===== config.mk =====
export PLATFORM = sky130hd
export DESIGN_NAME = immediate_rotate_unit
export DESIGN_NICKNAME = d
export VERILOG_FILES = /design/src/hdl/rotate_pkg.sv /design/src/hdl/rotate_step.sv /design/src/hdl/immediate_rotate_unit.sv
export VERILOG_INCLUDE_DIRS = /design/src /design/src/hdl
export SDC_FILE = /design/constraint.sdc
export NUM_CORES = 1
export LEC_CHECK = 0
export ABC_CLOCK_PERIOD_IN_PS = 4600
export BUFFER_PORTS_ARGS = -buffer_cell sky130_fd_sc_hd__buf_2
export CAP_MARGIN = 5
export CORE_MARGIN = 4
export CORE_UTILIZATION = 54
export CTS_CLUSTER_SIZE = 25
export DETAILED_ROUTE_END_ITERATION = 16
export GPL_TIMING_DRIVEN = 0
export PLACE_DENSITY = 0.85
export SYNTH_ARGS = -nofsm -noshare
export SYNTH_HDL_FRONTEND = slang
export SYNTH_SLANG_ARGS = --single-unit

===== constraint.sdc =====
create_clock -name clk -period 4.6 [get_ports clk]
set_clock_uncertainty 0.2 [all_clocks]
set_input_delay 0.23 -clock clk [delete_from_list [all_inputs] [get_ports clk]]
set_output_delay 0.23 -clock clk [all_outputs]
set_load 0.01 [all_outputs]

===== src/hdl/rotate_defs.svh =====
// constant definitions for the immediate rotate unit
`ifndef ROTATE_DEFS_SVH
`define ROTATE_DEFS_SVH
`define ROT_DATA_W 16
`define ROT_BYTE_W 8
`define ROT_COUNT_W 8
`define ROT_COUNT_ONE 8'h01
`define ROT_COUNT_ZERO 8'h00
`define ROT_DATA_ZERO 16'h0000
`define ROT_BYTE_MASK 16'h00FF
`define ROT_WORD_MASK 16'hFFFF
`endif


===== src/hdl/rotate_pkg.sv =====
// types shared by the immediate rotate unit
package rotate_pkg;
   typedef enum logic [1:0] {
      ROTATE_LEFT_PLAIN = 2'h0,
      ROTATE_RIGHT_PLAIN = 2'h1,
      ROTATE_LEFT_THROUGH_CARRY = 2'h2,
      ROTATE_RIGHT_THROUGH_CARRY = 2'h3
   } rot_op_t;
   typedef enum logic [1:0] {
      COUNT_FROM_ONE = 2'h0,
      COUNT_FROM_IMMEDIATE = 2'h1,
      COUNT_FROM_LOW_BYTE_REG = 2'h2
   } count_src_t;
   typedef enum logic [1:0] {
      ST_IDLE = 2'h0,
      ST_RUN = 2'h1,
      ST_DONE = 2'h3
   } rot_state_t;
endpackage : rotate_pkg


===== src/hdl/rotate_step.sv =====
// single-bit rotate step for byte or word operands
`include "rotate_defs.svh"
`timescale 1ns/1ps
`default_nettype none
module rotate_step #(
   parameter int DATA_W = 16,
   parameter int BYTE_W = 8
) (
   // operand in
   input wire logic [DATA_W-1:0] valueIn,
   input wire logic carryIn,
   input wire rotate_pkg::rot_op_t op,
   input wire logic wordMode,
   // operand out
   output logic [DATA_W-1:0] valueOut,
   output logic carryOut
);
   import rotate_pkg::*;
   logic topBit;
   logic insertBit;
   logic [DATA_W-1:0] shifted;

   // one step; the top bit position follows the operand width
   always_comb
   begin
      topBit = wordMode ? valueIn[DATA_W-1] : valueIn[BYTE_W-1];
      carryOut = carryIn;
      insertBit = 1'b0;
      shifted = valueIn;
      case (op)
         ROTATE_LEFT_PLAIN:
         begin
            shifted = {valueIn[DATA_W-2:0], topBit};
         end
         ROTATE_RIGHT_PLAIN:
         begin
            shifted = {1'b0, valueIn[DATA_W-1:1]};
            insertBit = valueIn[0];
         end
         ROTATE_LEFT_THROUGH_CARRY:
         begin
            shifted = {valueIn[DATA_W-2:0], carryIn};
            carryOut = topBit;
         end
         default:
         begin
            shifted = {1'b0, valueIn[DATA_W-1:1]};
            insertBit = carryIn;
            carryOut = valueIn[0];
         end
      endcase
      // right forms place the incoming bit at the width's top bit
      if (op == ROTATE_RIGHT_PLAIN || op == ROTATE_RIGHT_THROUGH_CARRY)
      begin
         if (wordMode)
            shifted[DATA_W-1] = insertBit;
         else
            shifted[BYTE_W-1] = insertBit;
      end
      // byte operands never leak into the upper byte
      valueOut = wordMode ? shifted : (shifted & `ROT_BYTE_MASK);
   end
endmodule : rotate_step
`default_nettype wire


===== src/hdl/immediate_rotate_unit.sv =====
// iterative rotate datapath: plain and through-carry, byte or word
`include "rotate_defs.svh"
`timescale 1ns/1ps
`default_nettype none
module immediate_rotate_unit #(
   parameter int DATA_W = `ROT_DATA_W,
   parameter int BYTE_W = `ROT_BYTE_W,
   parameter int COUNT_W = `ROT_COUNT_W
) (
   // clock and reset
   input wire logic clk,
   input wire logic reset,
   // request from execution control
   input wire logic start,
   input wire rotate_pkg::rot_op_t op,
   input wire logic wordMode,
   input wire rotate_pkg::count_src_t countSrc,
   input wire logic [COUNT_W-1:0] immediateCount,
   input wire logic [COUNT_W-1:0] countLowByteRegister,
   input wire logic [DATA_W-1:0] destData,
   input wire logic destIsMem,
   input wire logic carryFlagIn,
   // answer
   output logic busy,
   output logic done,
   output logic [DATA_W-1:0] resultData,
   output logic carryFlagOut,
   output logic writeReg,
   output logic writeMem
);
   import rotate_pkg::*;

   rot_state_t state_reg, state_next;
   logic [DATA_W-1:0] data_reg, data_next;
   logic carry_reg, carry_next;
   logic [COUNT_W-1:0] count_reg, count_next;
   rot_op_t op_reg, op_next;
   logic word_reg, word_next;
   logic mem_reg, mem_next;
   logic [DATA_W-1:0] stepValue;
   logic stepCarry;
   logic [COUNT_W-1:0] startCount;

   // the step is reused once per count: small area, count+2 cycles latency
   rotate_step #(
      .DATA_W(DATA_W),
      .BYTE_W(BYTE_W)
   ) u_step (
      .valueIn(data_reg),
      .carryIn(carry_reg),
      .op(op_reg),
      .wordMode(word_reg),
      .valueOut(stepValue),
      .carryOut(stepCarry)
   );

   // count selection at the request
   always_comb
   begin
      if (countSrc == COUNT_FROM_IMMEDIATE)
         startCount = immediateCount;
      else if (countSrc == COUNT_FROM_LOW_BYTE_REG)
         startCount = countLowByteRegister;
      else
         startCount = `ROT_COUNT_ONE;
   end

   // next-state and datapath values
   always_comb
   begin
      state_next = state_reg;
      data_next = data_reg;
      carry_next = carry_reg;
      count_next = count_reg;
      op_next = op_reg;
      word_next = word_reg;
      mem_next = mem_reg;
      case (state_reg)
         ST_IDLE:
         begin
            if (start)
            begin
               data_next = wordMode ? destData : (destData & `ROT_BYTE_MASK);
               carry_next = carryFlagIn;
               count_next = startCount;
               op_next = op;
               word_next = wordMode;
               mem_next = destIsMem;
               state_next = ST_RUN;
            end
         end
         ST_RUN:
         begin
            // a zero count leaves operand and carry untouched
            if (count_reg == `ROT_COUNT_ZERO)
               state_next = ST_DONE;
            else
            begin
               data_next = stepValue;
               carry_next = stepCarry;
               count_next = count_reg - `ROT_COUNT_ONE;
            end
         end
         default:
            state_next = ST_IDLE;
      endcase
   end

   // state and datapath registers; reset clears the answer so nothing stale is written back
   always_ff @(posedge clk)
   begin
      if (reset)
      begin
         state_reg <= ST_IDLE;
         data_reg <= `ROT_DATA_ZERO;
         carry_reg <= 1'b0;
         count_reg <= `ROT_COUNT_ZERO;
         op_reg <= ROTATE_LEFT_PLAIN;
         word_reg <= 1'b0;
         mem_reg <= 1'b0;
      end
      else
      begin
         state_reg <= state_next;
         data_reg <= data_next;
         carry_reg <= carry_next;
         count_reg <= count_next;
         op_reg <= op_next;
         word_reg <= word_next;
         mem_reg <= mem_next;
      end
   end

   // answer: result and carry straight from flops, strobes decoded from state
   assign busy = (state_reg != ST_IDLE);
   assign done = (state_reg == ST_DONE);
   assign resultData = data_reg;
   assign carryFlagOut = carry_reg;
   assign writeReg = done && !mem_reg;
   assign writeMem = done && mem_reg;

   // checks
   chk_rol_byte_step: assert property (@(posedge clk) disable iff (reset)
      state_reg == ST_RUN && count_reg != `ROT_COUNT_ZERO && op_reg == ROTATE_LEFT_PLAIN && !word_reg
      |=> data_reg[BYTE_W-1:0] == {$past(data_reg[BYTE_W-2:0]), $past(data_reg[BYTE_W-1])})
      else $error("plain left byte step wrong");
   chk_ror_word_step: assert property (@(posedge clk) disable iff (reset)
      state_reg == ST_RUN && count_reg != `ROT_COUNT_ZERO && op_reg == ROTATE_RIGHT_PLAIN && word_reg
      |=> data_reg == {$past(data_reg[0]), $past(data_reg[DATA_W-1:1])})
      else $error("plain right word step wrong");
   chk_rcl_carry_move: assert property (@(posedge clk) disable iff (reset)
      state_reg == ST_RUN && count_reg != `ROT_COUNT_ZERO && op_reg == ROTATE_LEFT_THROUGH_CARRY && word_reg
      |=> carry_reg == $past(data_reg[DATA_W-1]) && data_reg[0] == $past(carry_reg))
      else $error("left through carry step wrong");
   chk_rcr_carry_move: assert property (@(posedge clk) disable iff (reset)
      state_reg == ST_RUN && count_reg != `ROT_COUNT_ZERO && op_reg == ROTATE_RIGHT_THROUGH_CARRY && !word_reg
      |=> carry_reg == $past(data_reg[0]) && data_reg[BYTE_W-1] == $past(carry_reg))
      else $error("right through carry step wrong");
   chk_imm_count_load: assert property (@(posedge clk) disable iff (reset)
      state_reg == ST_IDLE && start && countSrc == COUNT_FROM_IMMEDIATE
      |=> count_reg == $past(immediateCount) && state_reg == ST_RUN)
      else $error("immediate count not taken");
   chk_one_count_run: assert property (@(posedge clk) disable iff (reset)
      state_reg == ST_IDLE && start && countSrc == COUNT_FROM_ONE
      |=> state_reg == ST_RUN ##1 state_reg == ST_RUN ##1 done)
      else $error("count of one not honoured");
   chk_reg_count_load: assert property (@(posedge clk) disable iff (reset)
      state_reg == ST_IDLE && start && countSrc == COUNT_FROM_LOW_BYTE_REG
      |=> count_reg == $past(countLowByteRegister))
      else $error("register count not taken");
   chk_write_back: assert property (@(posedge clk) disable iff (reset)
      done |-> (writeReg != writeMem) && writeMem == mem_reg ##1 !done && !busy && $stable(resultData))
      else $error("write back strobe wrong");
   chk_byte_upper_zero: assert property (@(posedge clk) disable iff (reset)
      busy && !word_reg |-> data_reg[DATA_W-1:BYTE_W] == `ROT_DATA_ZERO >> BYTE_W)
      else $error("byte operand touched upper byte");
   chk_zero_count_hold: assert property (@(posedge clk) disable iff (reset)
      state_reg == ST_RUN && count_reg == `ROT_COUNT_ZERO |=> done && $stable(data_reg) && $stable(carry_reg))
      else $error("zero count changed operand");
   chk_dest_capture: assert property (@(posedge clk) disable iff (reset)
      state_reg == ST_IDLE && start
      |=> mem_reg == $past(destIsMem) && word_reg == $past(wordMode) && carry_reg == $past(carryFlagIn))
      else $error("destination kind or carry not captured");
   chk_ror_byte_step: assert property (@(posedge clk) disable iff (reset)
      state_reg == ST_RUN && count_reg != `ROT_COUNT_ZERO && op_reg == ROTATE_RIGHT_PLAIN && !word_reg
      |=> data_reg[BYTE_W-1:0] == {$past(data_reg[0]), $past(data_reg[BYTE_W-1:1])})
      else $error("plain right byte step wrong");
   chk_plain_carry_keep: assert property (@(posedge clk) disable iff (reset)
      state_reg == ST_RUN && (op_reg == ROTATE_LEFT_PLAIN || op_reg == ROTATE_RIGHT_PLAIN)
      |=> $stable(carry_reg))
      else $error("plain rotate changed carry");
   chk_count_step: assert property (@(posedge clk) disable iff (reset)
      state_reg == ST_RUN && count_reg != `ROT_COUNT_ZERO
      |=> state_reg == ST_RUN && count_reg == $past(count_reg) - `ROT_COUNT_ONE)
      else $error("step count not decremented");

   // main scenarios reached
   cov_word_rcl: cover property (@(posedge clk) disable iff (reset)
      done && word_reg && op_reg == ROTATE_LEFT_THROUGH_CARRY);
   cov_byte_ror_mem: cover property (@(posedge clk) disable iff (reset)
      writeMem && !word_reg && op_reg == ROTATE_RIGHT_PLAIN);
   cov_zero_count: cover property (@(posedge clk) disable iff (reset)
      state_reg == ST_IDLE && start && startCount == `ROT_COUNT_ZERO ##2 done);
   cov_reg_count_max: cover property (@(posedge clk) disable iff (reset)
      state_reg == ST_IDLE && start && countSrc == COUNT_FROM_LOW_BYTE_REG && &countLowByteRegister);
   cov_start_refused: cover property (@(posedge clk) disable iff (reset)
      state_reg == ST_RUN && start);
endmodule : immediate_rotate_unit
`default_nettype wire


==> summary.txt <==
Run status
  • Status: finished, violations left
  • Failing checks: negative hold slack

Clock tree
  • TritonCTS clock tree: done
  • CTS Sinks: 31
  • Root Buffer: clkbuf_4
  • Max Buffers Root-to-Sink: 2
  • Clock-pin slew on the worst setup and hold paths: 0.10 ns
  • CTS buffer count: 5
  • H-tree depth: 2
  • Clk_lat worst skew: 0.33 ns
  • Post-CTS sizing: 0

GRT
  • Met3 usage: 0.0438
  • Gr busiest metal: met2
  • Vias in the first global route: 1844
  • Overall Global Routing Usage: 0.238
  • Met2 Use GR: 0.397
  • Initial antenna violation count: 0
  • Gr ovfl total: 0
  • Met1 Use GR: 0.306
  • First-pass GRT wire length: 8250 um
  • Largest net degree at the start of global routing: 11

Finish
  • Layout cells sized above 1: 0.270
  • Max FFs per register: 16
  • Layout Nets: 359
  • Layout area overhead: 26.3%
  • Filler cells: 290
  • Finished Cell Area: 2370 um2
  • Antenna diodes: 0

Synth
  • Sequential share of the synthesized area: 0.330
  • Yosys cell types: 45
  • Cells after synthesis: 239
  • Synth warn: 0
  • Net Count, Synth: 283
  • Post-synthesis cell area: 1880 um2
  • Seq cells post-synth: 31
  • Syn_area_per_cell: 7.86 um2

Placed design
  • GP Congestion: 0.898
  • Port Buffers: 62
  • Post-detail-place hpwl: 3790 um
  • Placed instance area: 2250 um2
  • Place WS: 2.53 ns

Pwr
  • Clock share of power: 0.189
  • Total power draw: 0.000868 W
  • Int Pwr: 0.000532 W
  • Psw: 0.000336 W
  • Leakage: 1.01 nW
  • Switching part of the total power: 0.387
  • Peak supply drop: 260 uV
  • PD cells: 366 nW/um2
  • Sequential power share: 0.412
  • Comb pwr share: 0.399

Timing
  • RSZ-0062 raised after global routing: false
  • Max Slew Vio Count: 0
  • Minimum clock period: 2.12 ns
  • Rel. slew slack: 0.635
  • Setup TNS Final: 0 ns
  • Maximum clock frequency: 471 MHz
  • Hold_ws: -0.00228 ns
  • Fin crit share: 0.461
  • Tightest Pin Transition: 0.545 ns
  • Final hold vios: 1
  • Final setup viols: 0
  • Final Worst Setup Slack: 2.48 ns

Setup path
  • Worst-path maximum fanout: 10
  • Critical path class: flop to flop
  • Origin of the critical flop-to-flop path: count_reg[0]$_SDFFE_PP0P_
  • Critical Path Source: count_reg[0]$_SDFFE_PP0P_
  • Critical Path End Type: flop
  • Setup crit start kind: flop
  • Worst EP arrival: 2.13 ns
  • Critical Path RT: 4.61 ns

Route
  • Drt pass-1 iters: 4
  • Vias/cell: 5.61
  • Number of routed nets with antenna violations: 0
  • Drt drc: 0
  • DR iter-0 viols: 198
  • WL per Instance: 14.5 um
  • Final WL: 5240 um
  • DR vias: 2026

Min path
  • HP Class: primary input to flop
  • HP Start: destData[12]

Die
  • IO Count: 63
  • Die X: 67.0 um
  • Die height: 67.0 um
  • Core Region: 3340 um2
  • Initial Util: 0.563
  • Die area: 4490 um2
  • Row cnt: 21

Run
  • Max Cap Violations: 0
[power by group through the flow]
| stage | Combinational, W | Sequential, W | Clock (W) |
|---|---|---|---|
| CTS | 0.000343 | 0.000356 | 0.000164 |
| global route | 0.000381 | 0.000363 | 0.000170 |
| global placement | 0.000329 | 0.000360 | 0 |
| finish | 0.000346 | 0.000358 | 0.000164 |
| floorplan | 0.000228 | 0.000364 | 0 |
| detailed placement | 0.000338 | 0.000362 | 0 |
[cell type report]
class                           instances  area [um2]  share of cell area
Clock buffer                            6        51.3              0.0216
Multi-Input combinational cell        183        1150               0.485
Inverter                               10        37.5              0.0158
Tap cell                               46        57.6              0.0243
Timing Repair Buffer                   69         380               0.160
Buffer                                 15        68.8              0.0290
Clock inverter                          1        5.00             0.00211
Sequential cell                        31         621               0.262
[worst max-delay path, cell delays in order (launching register included)]
cell and delay [ns]:
dfxtp_1 0.38, inv_1 0.08, ha_1 0.25, and4bb_2 0.30
a21oi_1 0.27, buf_2 0.28, and2_1 0.17, o32ai_2 0.07
[what timing repair did]
item                                    in CTS  in global routing
setup buffers                                0                  0
endpoints found under the setup margin       0                  0
endpoints found under the hold margin        7                  0
hold buffers                                 7                  0
[cells in the mapped netlist]
cell type	count	area share
nand3b_1	6	0.024
inv_1	10	0.020
and2_1	3	0.010
clkbuf_1	7	0.014
nand2_1	18	0.036
a211oi_1	10	0.040
a311oi_1	1	0.0047
o32ai_2	1	0.0087
and4bb_2	1	0.0067
nand3_1	1	0.0027
mux2i_1	16	0.085
o21bai_1	1	0.0040
buf_4	1	0.0040
a31oi_1	1	0.0033
o21ai_0	7	0.019
o2bb2ai_1	1	0.0047
a22o_1	2	0.0093
o311a_1	1	0.0053
nor3b_2	1	0.0067
o311ai_1	1	0.0047
a221o_1	1	0.0053
nor3_1	10	0.027
o211ai_1	6	0.024
a21oi_1	24	0.064
or4_4	1	0.0060
a32oi_1	1	0.0047
nand2b_1	2	0.0067
o21a_1	1	0.0040
a211o_1	4	0.019
a32o_1	1	0.0053
buf_2	7	0.019
dfxtp_1	31	0.33
or3_1	2	0.0067
nor4_1	3	0.010
and3_1	1	0.0033
or2_2	2	0.0067
nor2_1	32	0.064
a21o_1	1	0.0040
a22oi_1	1	0.0040
a221oi_1	2	0.0093
nor2b_1	8	0.027
nor4_2	2	0.013
o21ai_1	3	0.0080
ha_1	2	0.013
o31ai_1	1	0.0040
[layer usage]
layer / vias to the layer above / routed length (um)
met5: - / 0
met4: 0 / 43
met3: 5 / 298
met2: 58 / 2540
met1: 941 / 2350
li1: 1022 / -
[cell families after synthesis]
logic type,share of synthesized area
simple gates,0.256
fa+ha+maj,0.0133
compound gates,0.259
mux,0.0853
buf+inv,0.0566
flops,0.330
[final timing paths]
check	to	slack [ns]	cells past startpoint
worst max-delay path	count_reg[5]$_SDFFE_PP0P_	2.48	7
worst min-delay path	resultData[12]$_SDFFE_PP0P_	-0.002	3
worst max register to register	count_reg[5]$_SDFFE_PP0P_	2.48	7
worst min register to register	count_reg[1]$_SDFFE_PP0P_	0.28	2
[cells in the final DEF, fill, tap and decap left out, types with 2 or more instances in the layout]
| master | Yosys | final |
|---|---|---|
| buf_2 | 7 | 69 |
| nor2_1 | 32 | 32 |
| dfxtp_1 | 31 | 31 |
| a21oi_1 | 24 | 24 |
| nand2_1 | 18 | 18 |
| mux2i_1 | 16 | 16 |
| inv_1 | 10 | 10 |
| nor3_1 | 10 | 10 |
| a211oi_1 | 10 | 10 |
| nor2b_1 | 8 | 8 |
| clkbuf_1 | 7 | 7 |
| o21ai_0 | 7 | 7 |
| dlygate4sd3_1 | 0 | 7 |
| nand3b_1 | 6 | 6 |
| o211ai_1 | 6 | 6 |
| clkbuf_4 | 0 | 5 |
| a211o_1 | 4 | 4 |
| and2_1 | 3 | 3 |
| nor4_1 | 3 | 3 |
| o21ai_1 | 3 | 3 |
| or2_2 | 2 | 2 |
| a22o_1 | 2 | 2 |
| nor4_2 | 2 | 2 |
| nand2b_1 | 2 | 2 |
| or3_1 | 2 | 2 |
| a221oi_1 | 2 | 2 |
| ha_1 | 2 | 2 |
[through the flow]
stage          hold slack [ns]  utilization  cells
6_report              -0.00228        0.711    361
3_5_place_dp             0.267        0.673    347
2_1_floorplan            0.169            -    239
5_1_grt                 0.0127        0.711    361
3_3_place_gp             0.257        0.673    347
4_1_cts               0.000670        0.711    361
Power figures use the tool's default switching activity.
